===== config.mk =====
export PLATFORM = sky130hd
export DESIGN_NAME = pmc_top
export DESIGN_NICKNAME = d
export VERILOG_FILES = /design/src/core/pmc_pkg.sv /design/src/core/pmc_top.sv
export VERILOG_INCLUDE_DIRS = /design/src /design/src/core
export SDC_FILE = /design/constraint.sdc
export NUM_CORES = 1
export LEC_CHECK = 0
export CELL_PAD_IN_SITES_DETAIL_PLACEMENT = 0
export CELL_PAD_IN_SITES_GLOBAL_PLACEMENT = 2
export CORE_MARGIN = 1
export CORE_UTILIZATION = 35
export DETAILED_ROUTE_END_ITERATION = 6
export DONT_BUFFER_PORTS = 1
export PLACE_DENSITY_LB_ADDON = 0.2
export SYNTH_ARGS = -nofsm -noshare
export SYNTH_HDL_FRONTEND = slang
export SYNTH_SLANG_ARGS = --single-unit
export TNS_END_PERCENT = 50

===== constraint.sdc =====
create_clock -name core_clk_i -period 4.7 [get_ports core_clk_i]
set_clock_uncertainty 0.2 [all_clocks]
set_input_delay 0.235 -clock core_clk_i [delete_from_list [all_inputs] [get_ports core_clk_i]]
set_output_delay 0.235 -clock core_clk_i [all_outputs]
set_load 0.005 [all_outputs]

===== src/core/pmc_defines.svh =====
// Constants of the performance event counter block
// Functional notes
// - Cycle counter counts every cycle or per 64
// - Several 32-bit event counters, each selects event
// - Enable, reset controls and overflow status flags
// - Overflow interrupt gated by per-counter enables
// - Cycle counter enable independent of event counters
// - Privileged access always; user blocked unless granted
// - User grant excludes interrupt enable set/clear
// - Counting never alters core execution
// - Core software and debug both reach counters
// - Code 0x00 counts software increment writes
// - Codes 0x01/0x03/0x04 count L1 cache events
// - Codes 0x06/0x07/0x08 count executed instructions
// - Codes 0x09/0x0A count exception entry/return
// - Codes 0x0B/0x0C count context ID, PC writes
// - Codes 0x0D/0x0E/0x0F count branches, returns, unaligned
// - Codes 0x10/0x12 count mispredicts, predictable branches
// - Code 0x11 counts every core cycle
`ifndef PMC_DEFINES_SVH
`define PMC_DEFINES_SVH
`define PMC_NUM_CNT 4
`define PMC_CYC_BIT 4
`define PMC_DIV 6'h3f
`define PMC_SEL_CTRL 4'h0
`define PMC_SEL_EN_SET 4'h1
`define PMC_SEL_EN_CLR 4'h2
`define PMC_SEL_OVF 4'h3
`define PMC_SEL_SWINC 4'h4
`define PMC_SEL_CCNT 4'h5
`define PMC_SEL_EVCNT 4'h6
`define PMC_SEL_EVSEL 4'h7
`define PMC_SEL_USER 4'h8
`define PMC_SEL_IEN_SET 4'h9
`define PMC_SEL_IEN_CLR 4'ha
`define PMC_CTRL_EN 0
`define PMC_CTRL_RST_EVT 1
`define PMC_CTRL_RST_CYC 2
`define PMC_CTRL_DIV64 3
`define PMC_EV_SWINC 8'h00
`define PMC_EV_CYCLE 8'h11
`define PMC_EV_LAST 8'h12
`define PMC_CNT_RESET 32'h0000_0000
`endif


===== src/core/pmc_pkg.sv =====
// Types of the performance event counter block
package pmc_pkg;
    typedef enum logic [3:0] {
        SEL_CTRL = 4'h0,
        SEL_EN_SET = 4'h1,
        SEL_EN_CLR = 4'h2,
        SEL_OVF = 4'h3,
        SEL_SWINC = 4'h4,
        SEL_CCNT = 4'h5,
        SEL_EVCNT = 4'h6,
        SEL_EVSEL = 4'h7,
        SEL_USER = 4'h8,
        SEL_IEN_SET = 4'h9,
        SEL_IEN_CLR = 4'ha
    } pmc_sel_t;

    typedef struct packed {
        logic [31:0] ccnt;
        logic [5:0] pre;
        logic [3:0][31:0] evcnt;
        logic [3:0][7:0] evsel;
        logic [4:0] cnten;
        logic [4:0] ovf;
        logic [4:0] inten;
        logic glob_en;
        logic div64;
        logic user_en;
        logic [31:0] rdata;
        logic ack;
        logic err;
    } pmc_state_t;
endpackage


===== src/core/pmc_top.sv =====
// Performance event counters with register access port
`timescale 1ns/10ps
`include "pmc_defines.svh"
module pmc_top
(
    // Clock and reset
    input wire logic core_clk_i,
    input wire logic rst_i,
    // Event pulses from the core, bit n is event code n
    input wire logic [18:0] evt_i,
    // Register access from core software or debug
    input wire logic acc_req_i,
    input wire logic acc_wr_i,
    input wire logic acc_priv_i,
    input wire logic acc_dbg_i,
    input wire logic [3:0] acc_sel_i,
    input wire logic [1:0] acc_idx_i,
    input wire logic [31:0] acc_wdata_i,
    output logic acc_ack_o,
    output logic acc_err_o,
    output logic [31:0] acc_rdata_o,
    // Overflow interrupt
    output logic ovf_irq_o
);
    pmc_pkg::pmc_state_t st;
    pmc_pkg::pmc_state_t next_st;
    logic acc_ok;
    logic wr_ok;
    logic cyc_tick;
    logic [4:0] ovf_clr;
    logic [3:0] sw_inc;
    logic [32:0] sum;
    logic [4:0] wrap;

    function automatic logic [32:0] step32(input logic [31:0] v, input logic inc);
        step32 = {1'b0, v} + {32'h0000_0000, inc};
    endfunction

    function automatic logic evt_hit(input logic [7:0] code, input logic [18:0] ev, input logic sw);
        logic hit;
        hit = 1'b0;
        case (code)
            `PMC_EV_SWINC: hit = sw;
            8'h01, 8'h03, 8'h04: hit = ev[code[4:0]];
            8'h06, 8'h07, 8'h08: hit = ev[code[4:0]];
            8'h09, 8'h0a: hit = ev[code[4:0]];
            8'h0b, 8'h0c: hit = ev[code[4:0]];
            8'h0d, 8'h0e, 8'h0f: hit = ev[code[4:0]];
            8'h10, `PMC_EV_LAST: hit = ev[code[4:0]];
            `PMC_EV_CYCLE: hit = 1'b1;
            default: hit = 1'b0;
        endcase
        evt_hit = hit;
    endfunction

    // Debug and privileged always pass; user needs the grant
    always_comb
    begin
        acc_ok = acc_priv_i | acc_dbg_i;
        if (!acc_ok && st.user_en && acc_sel_i != `PMC_SEL_IEN_SET && acc_sel_i != `PMC_SEL_IEN_CLR)
        begin
            acc_ok = 1'b1;
        end
        wr_ok = acc_req_i & acc_wr_i & acc_ok;
    end

    assign ovf_clr = (wr_ok && acc_sel_i == `PMC_SEL_OVF) ? acc_wdata_i[4:0] : 5'h00;
    assign sw_inc = (wr_ok && acc_sel_i == `PMC_SEL_SWINC) ? acc_wdata_i[3:0] : 4'h0;
    assign cyc_tick = st.glob_en & st.cnten[`PMC_CYC_BIT] & (!st.div64 || st.pre == `PMC_DIV);

    always_comb
    begin
        next_st = st;
        sum = 33'h0_0000_0000;
        wrap = 5'h00;
        next_st.ack = acc_req_i;
        next_st.err = acc_req_i & ~acc_ok;
        next_st.rdata = 32'h0000_0000;
        // Counting
        if (st.glob_en && st.cnten[`PMC_CYC_BIT])
        begin
            next_st.pre = st.pre + 6'h01;
        end
        sum = step32(st.ccnt, cyc_tick);
        next_st.ccnt = sum[31:0];
        wrap[`PMC_CYC_BIT] = sum[32];
        for (int i = 0; i < `PMC_NUM_CNT; i++)
        begin
            sum = step32(st.evcnt[i], st.glob_en & st.cnten[i] & evt_hit(st.evsel[i], evt_i, sw_inc[i]));
            next_st.evcnt[i] = sum[31:0];
            wrap[i] = sum[32];
        end
        // Reads
        if (acc_req_i && acc_ok && !acc_wr_i)
        begin
            case (acc_sel_i)
                `PMC_SEL_CTRL: next_st.rdata = {28'h000_0000, st.div64, 2'b00, st.glob_en};
                `PMC_SEL_EN_SET, `PMC_SEL_EN_CLR: next_st.rdata = {27'h000_0000, st.cnten};
                `PMC_SEL_OVF: next_st.rdata = {27'h000_0000, st.ovf};
                `PMC_SEL_CCNT: next_st.rdata = st.ccnt;
                `PMC_SEL_EVCNT: next_st.rdata = st.evcnt[acc_idx_i];
                `PMC_SEL_EVSEL: next_st.rdata = {24'h00_0000, st.evsel[acc_idx_i]};
                `PMC_SEL_USER: next_st.rdata = {31'h0000_0000, st.user_en};
                `PMC_SEL_IEN_SET, `PMC_SEL_IEN_CLR: next_st.rdata = {27'h000_0000, st.inten};
                default: next_st.rdata = 32'h0000_0000;
            endcase
        end
        // Writes override counting in the same cycle
        if (wr_ok)
        begin
            case (acc_sel_i)
                `PMC_SEL_CTRL:
                begin
                    next_st.glob_en = acc_wdata_i[`PMC_CTRL_EN];
                    next_st.div64 = acc_wdata_i[`PMC_CTRL_DIV64];
                    if (acc_wdata_i[`PMC_CTRL_RST_EVT])
                    begin
                        next_st.evcnt = {`PMC_NUM_CNT{`PMC_CNT_RESET}};
                        wrap[3:0] = 4'h0;
                    end
                    if (acc_wdata_i[`PMC_CTRL_RST_CYC])
                    begin
                        next_st.ccnt = `PMC_CNT_RESET;
                        wrap[`PMC_CYC_BIT] = 1'b0;
                        next_st.pre = 6'h00;
                    end
                end
                `PMC_SEL_EN_SET: next_st.cnten = st.cnten | acc_wdata_i[4:0];
                `PMC_SEL_EN_CLR: next_st.cnten = st.cnten & ~acc_wdata_i[4:0];
                `PMC_SEL_CCNT: next_st.ccnt = acc_wdata_i;
                `PMC_SEL_EVCNT: next_st.evcnt[acc_idx_i] = acc_wdata_i;
                `PMC_SEL_EVSEL: next_st.evsel[acc_idx_i] = acc_wdata_i[7:0];
                `PMC_SEL_USER: next_st.user_en = acc_wdata_i[0];
                `PMC_SEL_IEN_SET: next_st.inten = st.inten | acc_wdata_i[4:0];
                `PMC_SEL_IEN_CLR: next_st.inten = st.inten & ~acc_wdata_i[4:0];
                default: next_st.ack = acc_req_i;
            endcase
        end
        // Overflow set beats a same-cycle clear; counter resets flag nothing
        next_st.ovf = (st.ovf & ~ovf_clr) | wrap;
    end

    always_ff @(posedge core_clk_i)
    begin
        if (rst_i)
        begin
            st <= '0;
        end
        else
        begin
            st <= next_st;
        end
    end

    // Outputs only; no path back into the core pipeline
    assign acc_ack_o = st.ack;
    assign acc_err_o = st.err;
    assign acc_rdata_o = st.rdata;
    assign ovf_irq_o = |(st.ovf & st.inten);

    // Checks
    logic past_wr;
    always_ff @(posedge core_clk_i)
    begin
        past_wr <= rst_i ? 1'b0 : wr_ok;
    end

    ccnt_full_a: assert property (@(posedge core_clk_i) disable iff (rst_i)
        (st.glob_en && st.cnten[4] && !st.div64 && !wr_ok) |=> st.ccnt == $past(st.ccnt) + 32'h1)
        else $error("cycle counter missed a cycle");

    ccnt_div_a: assert property (@(posedge core_clk_i) disable iff (rst_i)
        (st.div64 && st.pre != 6'h3f && !wr_ok) |=> $stable(st.ccnt))
        else $error("divided cycle counter stepped early");

    ccnt_off_a: assert property (@(posedge core_clk_i) disable iff (rst_i)
        (!st.cnten[4] && !wr_ok) [*2] |=> $stable(st.ccnt))
        else $error("disabled cycle counter moved");

    cyc_event_a: assert property (@(posedge core_clk_i) disable iff (rst_i)
        (st.evsel[1] == 8'h11 && st.glob_en && st.cnten[1] && !wr_ok) |=> st.evcnt[1] == $past(st.evcnt[1]) + 32'h1)
        else $error("cycle event not counted");

    cache_event_a: assert property (@(posedge core_clk_i) disable iff (rst_i)
        (st.evsel[0] == 8'h01 && st.glob_en && st.cnten[0] && !wr_ok) |=>
        st.evcnt[0] == $past(st.evcnt[0]) + {31'h0, $past(evt_i[1])})
        else $error("cache refill event miscounted");

    exc_event_a: assert property (@(posedge core_clk_i) disable iff (rst_i)
        (st.evsel[2] == 8'h09 && st.glob_en && st.cnten[2] && !wr_ok) |=>
        st.evcnt[2] == $past(st.evcnt[2]) + {31'h0, $past(evt_i[9])})
        else $error("exception event miscounted");

    branch_event_a: assert property (@(posedge core_clk_i) disable iff (rst_i)
        (st.evsel[1] == 8'h10 && st.glob_en && st.cnten[1] && !wr_ok) |=>
        st.evcnt[1] == $past(st.evcnt[1]) + {31'h0, $past(evt_i[16])})
        else $error("mispredict event miscounted");

    swinc_count_a: assert property (@(posedge core_clk_i) disable iff (rst_i)
        (wr_ok && acc_sel_i == 4'h4 && acc_wdata_i[2] && st.evsel[2] == 8'h00 && st.glob_en && st.cnten[2]) |=>
        st.evcnt[2] == $past(st.evcnt[2]) + 32'h1)
        else $error("software increment not counted");

    evt_hold_a: assert property (@(posedge core_clk_i) disable iff (rst_i)
        (!st.glob_en && !wr_ok) |=> $stable(st.evcnt))
        else $error("event counter moved while disabled");

    ack_once_a: assert property (@(posedge core_clk_i) disable iff (rst_i)
        acc_req_i |=> acc_ack_o)
        else $error("access not acknowledged");

    ack_idle_a: assert property (@(posedge core_clk_i) disable iff (rst_i)
        !acc_req_i |=> (!acc_ack_o && !acc_err_o && acc_rdata_o == 32'h0))
        else $error("answer without request");

    err_data_a: assert property (@(posedge core_clk_i) disable iff (rst_i)
        acc_err_o |-> acc_rdata_o == 32'h0)
        else $error("refused access returned data");

    inst_event_a: assert property (@(posedge core_clk_i) disable iff (rst_i)
        (st.evsel[1] == 8'h08 && st.glob_en && st.cnten[1] && !wr_ok) |=>
        st.evcnt[1] == $past(st.evcnt[1]) + {31'h0, $past(evt_i[8])})
        else $error("instruction event miscounted");

    swinc_a: assert property (@(posedge core_clk_i) disable iff (rst_i)
        (st.evsel[0] == 8'h00 && st.glob_en && st.cnten[0] && !wr_ok) |=> $stable(st.evcnt[0]))
        else $error("software increment counted without a write");

    wrap_flag_a: assert property (@(posedge core_clk_i) disable iff (rst_i)
        (cyc_tick && st.ccnt == 32'hffff_ffff && !wr_ok) |=> (st.ccnt == 32'h0 && st.ovf[4]) ##1 st.ovf[4] || past_wr)
        else $error("wrap did not set sticky overflow");

    ovf_sticky_a: assert property (@(posedge core_clk_i) disable iff (rst_i)
        (st.ovf[0] && !(wr_ok && acc_sel_i == 4'h3)) |=> st.ovf[0])
        else $error("overflow flag dropped without clear");

    user_ien_a: assert property (@(posedge core_clk_i) disable iff (rst_i)
        (acc_req_i && !acc_priv_i && !acc_dbg_i && acc_sel_i == 4'h9) |=> acc_err_o && $stable(st.inten))
        else $error("user reached interrupt enable set");

    user_block_a: assert property (@(posedge core_clk_i) disable iff (rst_i)
        (acc_req_i && !acc_priv_i && !acc_dbg_i && !st.user_en) |=> acc_err_o && acc_ack_o)
        else $error("user access not refused");

    irq_gate_a: assert property (@(posedge core_clk_i) disable iff (rst_i)
        (st.inten == 5'h00) |-> !ovf_irq_o)
        else $error("interrupt without enable");

    wrap_c: cover property (@(posedge core_clk_i) disable iff (rst_i) $rose(st.ovf[4]));
    irq_c: cover property (@(posedge core_clk_i) disable iff (rst_i) $rose(ovf_irq_o));
    deny_c: cover property (@(posedge core_clk_i) disable iff (rst_i) acc_err_o);
    div_c: cover property (@(posedge core_clk_i) disable iff (rst_i) st.div64 && cyc_tick);
endmodule


-- After elaboration in Yosys (flattened, before gate mapping)
Index checks and enable logic that the tools add are counted.
- bits in writable memories: 0
- ROM bits: 0
- memories kept: 0
- register bits after elaboration: 250
- output and inout bits: 35
- bits in latches: 0
- multipliers: 0
- div/mod/pow operators: 0
- reduce and logical (&&, ||, !) cells: 33
- equality and inequality tests: 77
- $lt $le $gt $ge: 6
- muxes and demuxes: 40
- shift-type cells: 0
- $add $sub $neg: 6
- bitwise operators: 25
- operator list (kind ; count):
    $eq A8 B4 Y1 const B ; 32
    $pmux W128 S2 ; 1
    $pmux W32 S8 ; 1
    $mux W203 ; 1
    $add A32 B1 Y33 ; 5
    $bwmux W128 ; 1
    $mux W128 ; 1
    $eq A8 B3 Y1 const B ; 12
    $eq A8 B5 Y1 const B ; 12
    $mux W32 ; 3
    $bmux W32 S2 ; 1
    $demux W32 S2 ; 1
    $pmux W32 S2 ; 1
    $reduce_or A15 Y1 ; 4
    $mux W38 ; 1
    $bwmux W32 ; 1
    $eq A8 B1 Y1 const B ; 4
    $eq A8 B2 Y1 const B ; 4
    $logic_not A8 Y1 ; 4
    $lt A5 B6 Y1 const B ; 4
    $and A5 B5 Y5 ; 4
    $bmux W1 S5 ; 4
    $pmux W5 S2 ; 2
    $bmux W8 S2 ; 1
    29 further kinds ; 82

-- Logic depth before layout (Yosys ltp)
- depth after elaboration: 16
- gate-level depth with buffers: 14
- depth with buffers taken out: 12

-- Least setup slack after synthesis
No wires, ideal clock.
- path type: in2reg
- start point: input acc_sel_i[3]
- end point: register st[114] (netlist bit)
- arrival: 3065 ps
- path slack: 1348 ps
- data required time: 4414 ps
- cell stages on the path: 14
- cells stage by stage: clkbuf_1 > nand2b_1 > nor4_1 > and3_1 > a21oi_1 > o22ai_1 > ha_1 > ha_1 > nand3_1 > or3_1 > buf_2 > nor4_1 > xnor2_1 > a221oi_2
- word-level cells in the longest chain between the ends: 13
- elaborated cells between the ends (all ways): 18
- RTL lines (item ; line ; RTL):
    start, declared ; pmc_top.sv:16 ; input wire logic [3:0] acc_sel_i,
    $ne A4 B4 Y1 (no line) ; n/a ;
    $logic_and A1 B1 Y1 (no line) (2 in series) ; n/a ;
    $mux W1 ; pmc_top.sv:60 ; if (!acc_ok && st.user_en && acc_sel_i != `PMC_SEL_IEN_SET && acc_sel_i != `PMC_SEL_IEN_CLR)
    $and A1 B1 Y1 ; pmc_top.sv:64 ; wr_ok = acc_req_i & acc_wr_i & acc_ok;
    $logic_and A1 B1 Y1 (no line) ; n/a ;
    $mux W4 ; pmc_top.sv:68 ; assign sw_inc = (wr_ok && acc_sel_i == `PMC_SEL_SWINC) ? acc_wdata_i[3:0] : 4'h0;
    $pmux W1 S3 ; pmc_top.sv:42 ; case (code)
    $and A1 B1 Y1 ; pmc_top.sv:89 ; sum = step32(st.evcnt[i], st.glob_en & st.cnten[i] & evt_hit(st.evsel[i], evt_i, sw_inc[i]));
    $add A32 B1 Y33 ; pmc_top.sv:36 ; step32 = {1'b0, v} + {32'h0000_0000, inc};
    $bwmux W128 / $mux W128 (equally long branches) ; pmc_top.sv:131, pmc_top.sv:116 ;
    $pmux W128 S2 ; pmc_top.sv:111 ; case (acc_sel_i)
    $mux W203 * ; pmc_top.sv:109 ; if (wr_ok)
    end signal, assigned ; pmc_top.sv:151 ; st <= next_st;
    end, declared ; pmc_top.sv:25 ; pmc_pkg::pmc_state_t st;
Every way passes the cells marked *; elsewhere a longest branch is shown, timed or not.
A chain may end at the register's enable or synchronous reset.

-- Final worst setup path
- start point: register st[34] (netlist bit)
- end point: register st[114] (netlist bit)
- word-level cells in the longest chain between the ends: 13
- elaborated cells between the ends (all ways): 14
- RTL lines (item ; line):
    $logic_and A1 B1 Y1 * ; pmc_top.sv:60
    $logic_and A1 B1 Y1 (no line) * (2 in series) ; n/a
    $mux W1 * ; pmc_top.sv:60
    $and A1 B1 Y1 * ; pmc_top.sv:64
    $logic_and A1 B1 Y1 (no line) ; n/a
    $mux W4 ; pmc_top.sv:68
    $pmux W1 S3 ; pmc_top.sv:42
    $and A1 B1 Y1 ; pmc_top.sv:89
    $add A32 B1 Y33 ; pmc_top.sv:36
    $bwmux W128 / $mux W128 (equally long branches) ; pmc_top.sv:131, pmc_top.sv:116
    $pmux W128 S2 ; pmc_top.sv:111
    $mux W203 * ; pmc_top.sv:109
Marks and branches as above.

==> metrics.md <==
| Metric | Value |
|---|---|
| Root Driver | `clkbuf_16` |
| I/O Buffers | `0` |
| Fin nets | `1627` |
| Cts bufs inserted | `31` |
| Gr usage total | `26.4%` |
| Routed length per instance | `25.9 um` |
| Ant. Diodes | `0` |
| Synth Flop Type | `dfxtp_1` |
| GRT overflow | `0` |
| Clk_lat worst skew | `0.59 ns` |
| Final HPWL DP | `36300 um` |
| Number of max-cap violations | `0` |
| CTS tree | `built` |
| Critical Path AT | `4.74 ns` |
| Post-synth net total | `1654` |
| Status | `finished clean` |
| Synthesized cell area | `13900 um2` |
| Largest net degree at the start of global routing | `116` |
| Vias per inst | `5.98` |
| Fin crit share | `93.8%` |
| Unrepaired setup endpoints after global routing | `false` |
| Worst slew pin tran | `1.12 ns` |
| Share of layout cells above drive strength 1 | `9.82%` |
| Tightest Hold Check Type | `input port to flop` |
| Required time of the critical path | `5.03 ns` |
| Setup Total Neg Slack | `0 ns` |
| Core area | `38900 um2` |
| Gpl congestion | `0.842` |
| Max rail drop VDD | `0.256 mV` |
| Total power per unit cell area | `312 nW/um2` |
| Worst setup SP type | `flop` |
| FP Rows | `72` |
| Final wirelength | `54300 um` |
| Post-synthesis instance total | `1580` |
| Die Width | `201 um` |
| Clock Sink Count | `250` |
| Top cells by area, synth | `dfxtp_1, mux4_2, xor2_1` |
| Distinct cells, synth | `66` |
| Die Y | `201 um` |
| LEAKAGE | `0.00508 uW` |
| Crit path time final | `4.41 ns` |
| Worst-path clk slew | `0.06 ns` |
| Total power | `4930 uW` |
| Routed Antenna Nets | `0` |
| Max Slew Vio Count | `0` |
| CP max FO | `10` |
| Max Root-Sink Buffers | `3` |
| Antenna violations before repair | `0` |
| Sequential-to-total area share from yosys stat | `35.9%` |
| DRC viols | `0` |
| CTS H-tree lvls | `1` |
| Max Fclk | `227 MHz` |
| # setup viols final | `0` |
| Syn Area/Cell | `8.82 um2` |
| Worst Setup End Kind | `flop` |
| Yosys reg bits | `250` |
| First-pass GRT wire length | `81500 um` |
| Vias in the first global route | `12.3k` |
| Post-CTS setup buffer count | `0` |
| Slew HR | `24.9%` |
| Share of the synthesized area in the top cell type | `35.9%` |
| I/O pins | `98` |
| Hold Violations, Final | `0` |
| CP Class | `flop to flop` |
| Initial DRC Count | `952` |
| Cell taking the most area after synthesis | `dfxtp_1` |
| Syn-to-layout area delta | `13.5%` |
| Via count | `12.5k` |
| Ys Warns | `0` |
| Initial DRT Pass Iterations | `5` |
| Asr flop ratio synth | `0%` |
| EDFF count, synth | `0` |
| Starting Density | `35.8%` |
| Die footprint | `40600 um2` |
## worst paths after layout
kind / startpoint / to / slack [ns] / depth (start not counted)
max: st[34] / st[114] / 0.29 / 14
min: acc_idx_i[1] / acc_rdata_o[4] / 0.005 / 3
max reg2reg: st[34] / st[114] / 0.29 / 14
min reg2reg: st[213] / st[213] / 0.28 / 2
## placed cells by master, fill, tap and decap left out, types with 7 or more instances in the layout
cell | synthesis | final
and4_1 | 11 | 11
o22ai_1 | 89 | 89
inv_1 | 24 | 24
xnor2_1 | 59 | 59
clkinv_2 | 0 | 9
nor3b_1 | 8 | 8
xor2_1 | 96 | 96
nand2_1 | 129 | 129
and3_1 | 27 | 27
nor4_1 | 22 | 22
a31oi_1 | 13 | 12
a22oi_1 | 79 | 79
clkbuf_16 | 0 | 31
mux2i_1 | 31 | 31
a21oi_1 | 42 | 42
mux4_2 | 51 | 51
buf_4 | 33 | 23
ha_1 | 11 | 11
dfxtp_1 | 250 | 250
dlygate4sd3_1 | 0 | 54
nand3_1 | 69 | 69
and2_1 | 17 | 17
nor2_1 | 155 | 155
a32oi_1 | 18 | 18
nand4b_1 | 7 | 7
nor3_1 | 37 | 37
o21ai_0 | 44 | 44
nand2b_1 | 7 | 7
nand4_1 | 61 | 61
## stage by stage
step / util (%) / hold WS (ns) / setup slack (ns) / cell area (um2) / cells
after global routing: 40.6 / 0.00396 / 0.0310 / 15800 / 2096
after CTS: 40.6 / 0.000296 / 0.129 / 15800 / 2096
after floorplan: - / 0.144 / 1.35 / 13900 / 1580
after global placement: 36.3 / 0.121 / 0.774 / 14100 / 1981
after detailed placement: 36.3 / 0.126 / 0.679 / 14100 / 1981
final: 40.6 / 0.00498 / 0.290 / 15800 / 2096
## cell families after synthesis
kind of cell / Yosys count / share of synthesized area (%)
simple gates: 596 / 21.7
buf+inv: 164 / 5.53
xor+xnor: 155 / 9.75
flops: 250 / 35.9
fa+ha+maj: 11 / 0.988
mux: 83 / 10.6
compound gates: 321 / 15.5
## synthesized netlist by cell type, types with 3 or more instances
cell	n
nand4b_1	7
clkbuf_1	74
nor4_1	22
buf_1	8
mux4_2	51
a21boi_0	3
nand2b_1	7
o2bb2ai_1	3
or4_1	4
and2_1	17
a22oi_1	79
nor3_1	37
ha_1	11
buf_4	33
nor4b_1	4
a222oi_1	4
mux2i_1	31
nor2_1	155
a32oi_1	18
or2_2	4
or3_1	5
a311oi_1	6
xor2_1	96
nand2_2	5
and3_1	27
a21oi_1	42
a31oi_1	13
buf_2	25
nor4_2	4
nand4_1	61
nand3b_1	5
inv_1	24
nand2_1	129
dfxtp_1	250
o21ai_0	44
nand3_1	69
xnor2_1	59
nor2b_1	5
o22ai_1	89
and4_1	11
nor3b_1	8
## cell type report
class,count,area [um2]
Clock buffer,41,863
Timing Repair Buffer,80,788
Sequential cell,250,5000
Multi-Input combinational cell,1166,8220
Clock inverter,17,196
Tap cell,518,648
Inverter,24,90.1
Fill cell,3940,23100
## power by group
| part | switching, uW | internal (uW) | total [uW] |
|---|---|---|---|
| Sequential | 7.59 | 2120 | 2130 |
| Combinational | 176 | 86.2 | 262 |
| Clock | 1030 | 1510 | 2530 |
## critical path, stage by stage (launching register included)
cell and delay [ns]:
dfxtp_1 0.38, o311ai_1 0.29, nor4_1 0.31, buf_4 0.20, and3_1 0.15, a21oi_1 0.04, o22ai_1 0.29, ha_1 0.26
ha_1 0.19, nand3_1 0.19, or3_4 0.51, nor4_1 0.36, xnor2_1 0.14, a221oi_2 0.27, dlygate4sd3_1 0.56
## per-layer routing
| metal | routed length [um] | vias to the layer above | global-route usage, % |
|---|---|---|---|
| li1 | - | 5812 | - |
| met1 | 23900 | 6234 | 35.4 |
| met2 | 26100 | 408 | 44.2 |
| met3 | 2580 | 86 | 3.03 |
| met4 | 1700 | 0 | 8.06 |
| met5 | 0 | - | 0 |
## timing repair
item | CTS | global route
hold buffers | 57 | 0
endpoints found under the setup margin | 0 | 1
gates resized for setup | 0 | 1
endpoints found under the hold margin | 250 | 0
Note: power is estimated with default switching activity, not from simulation.
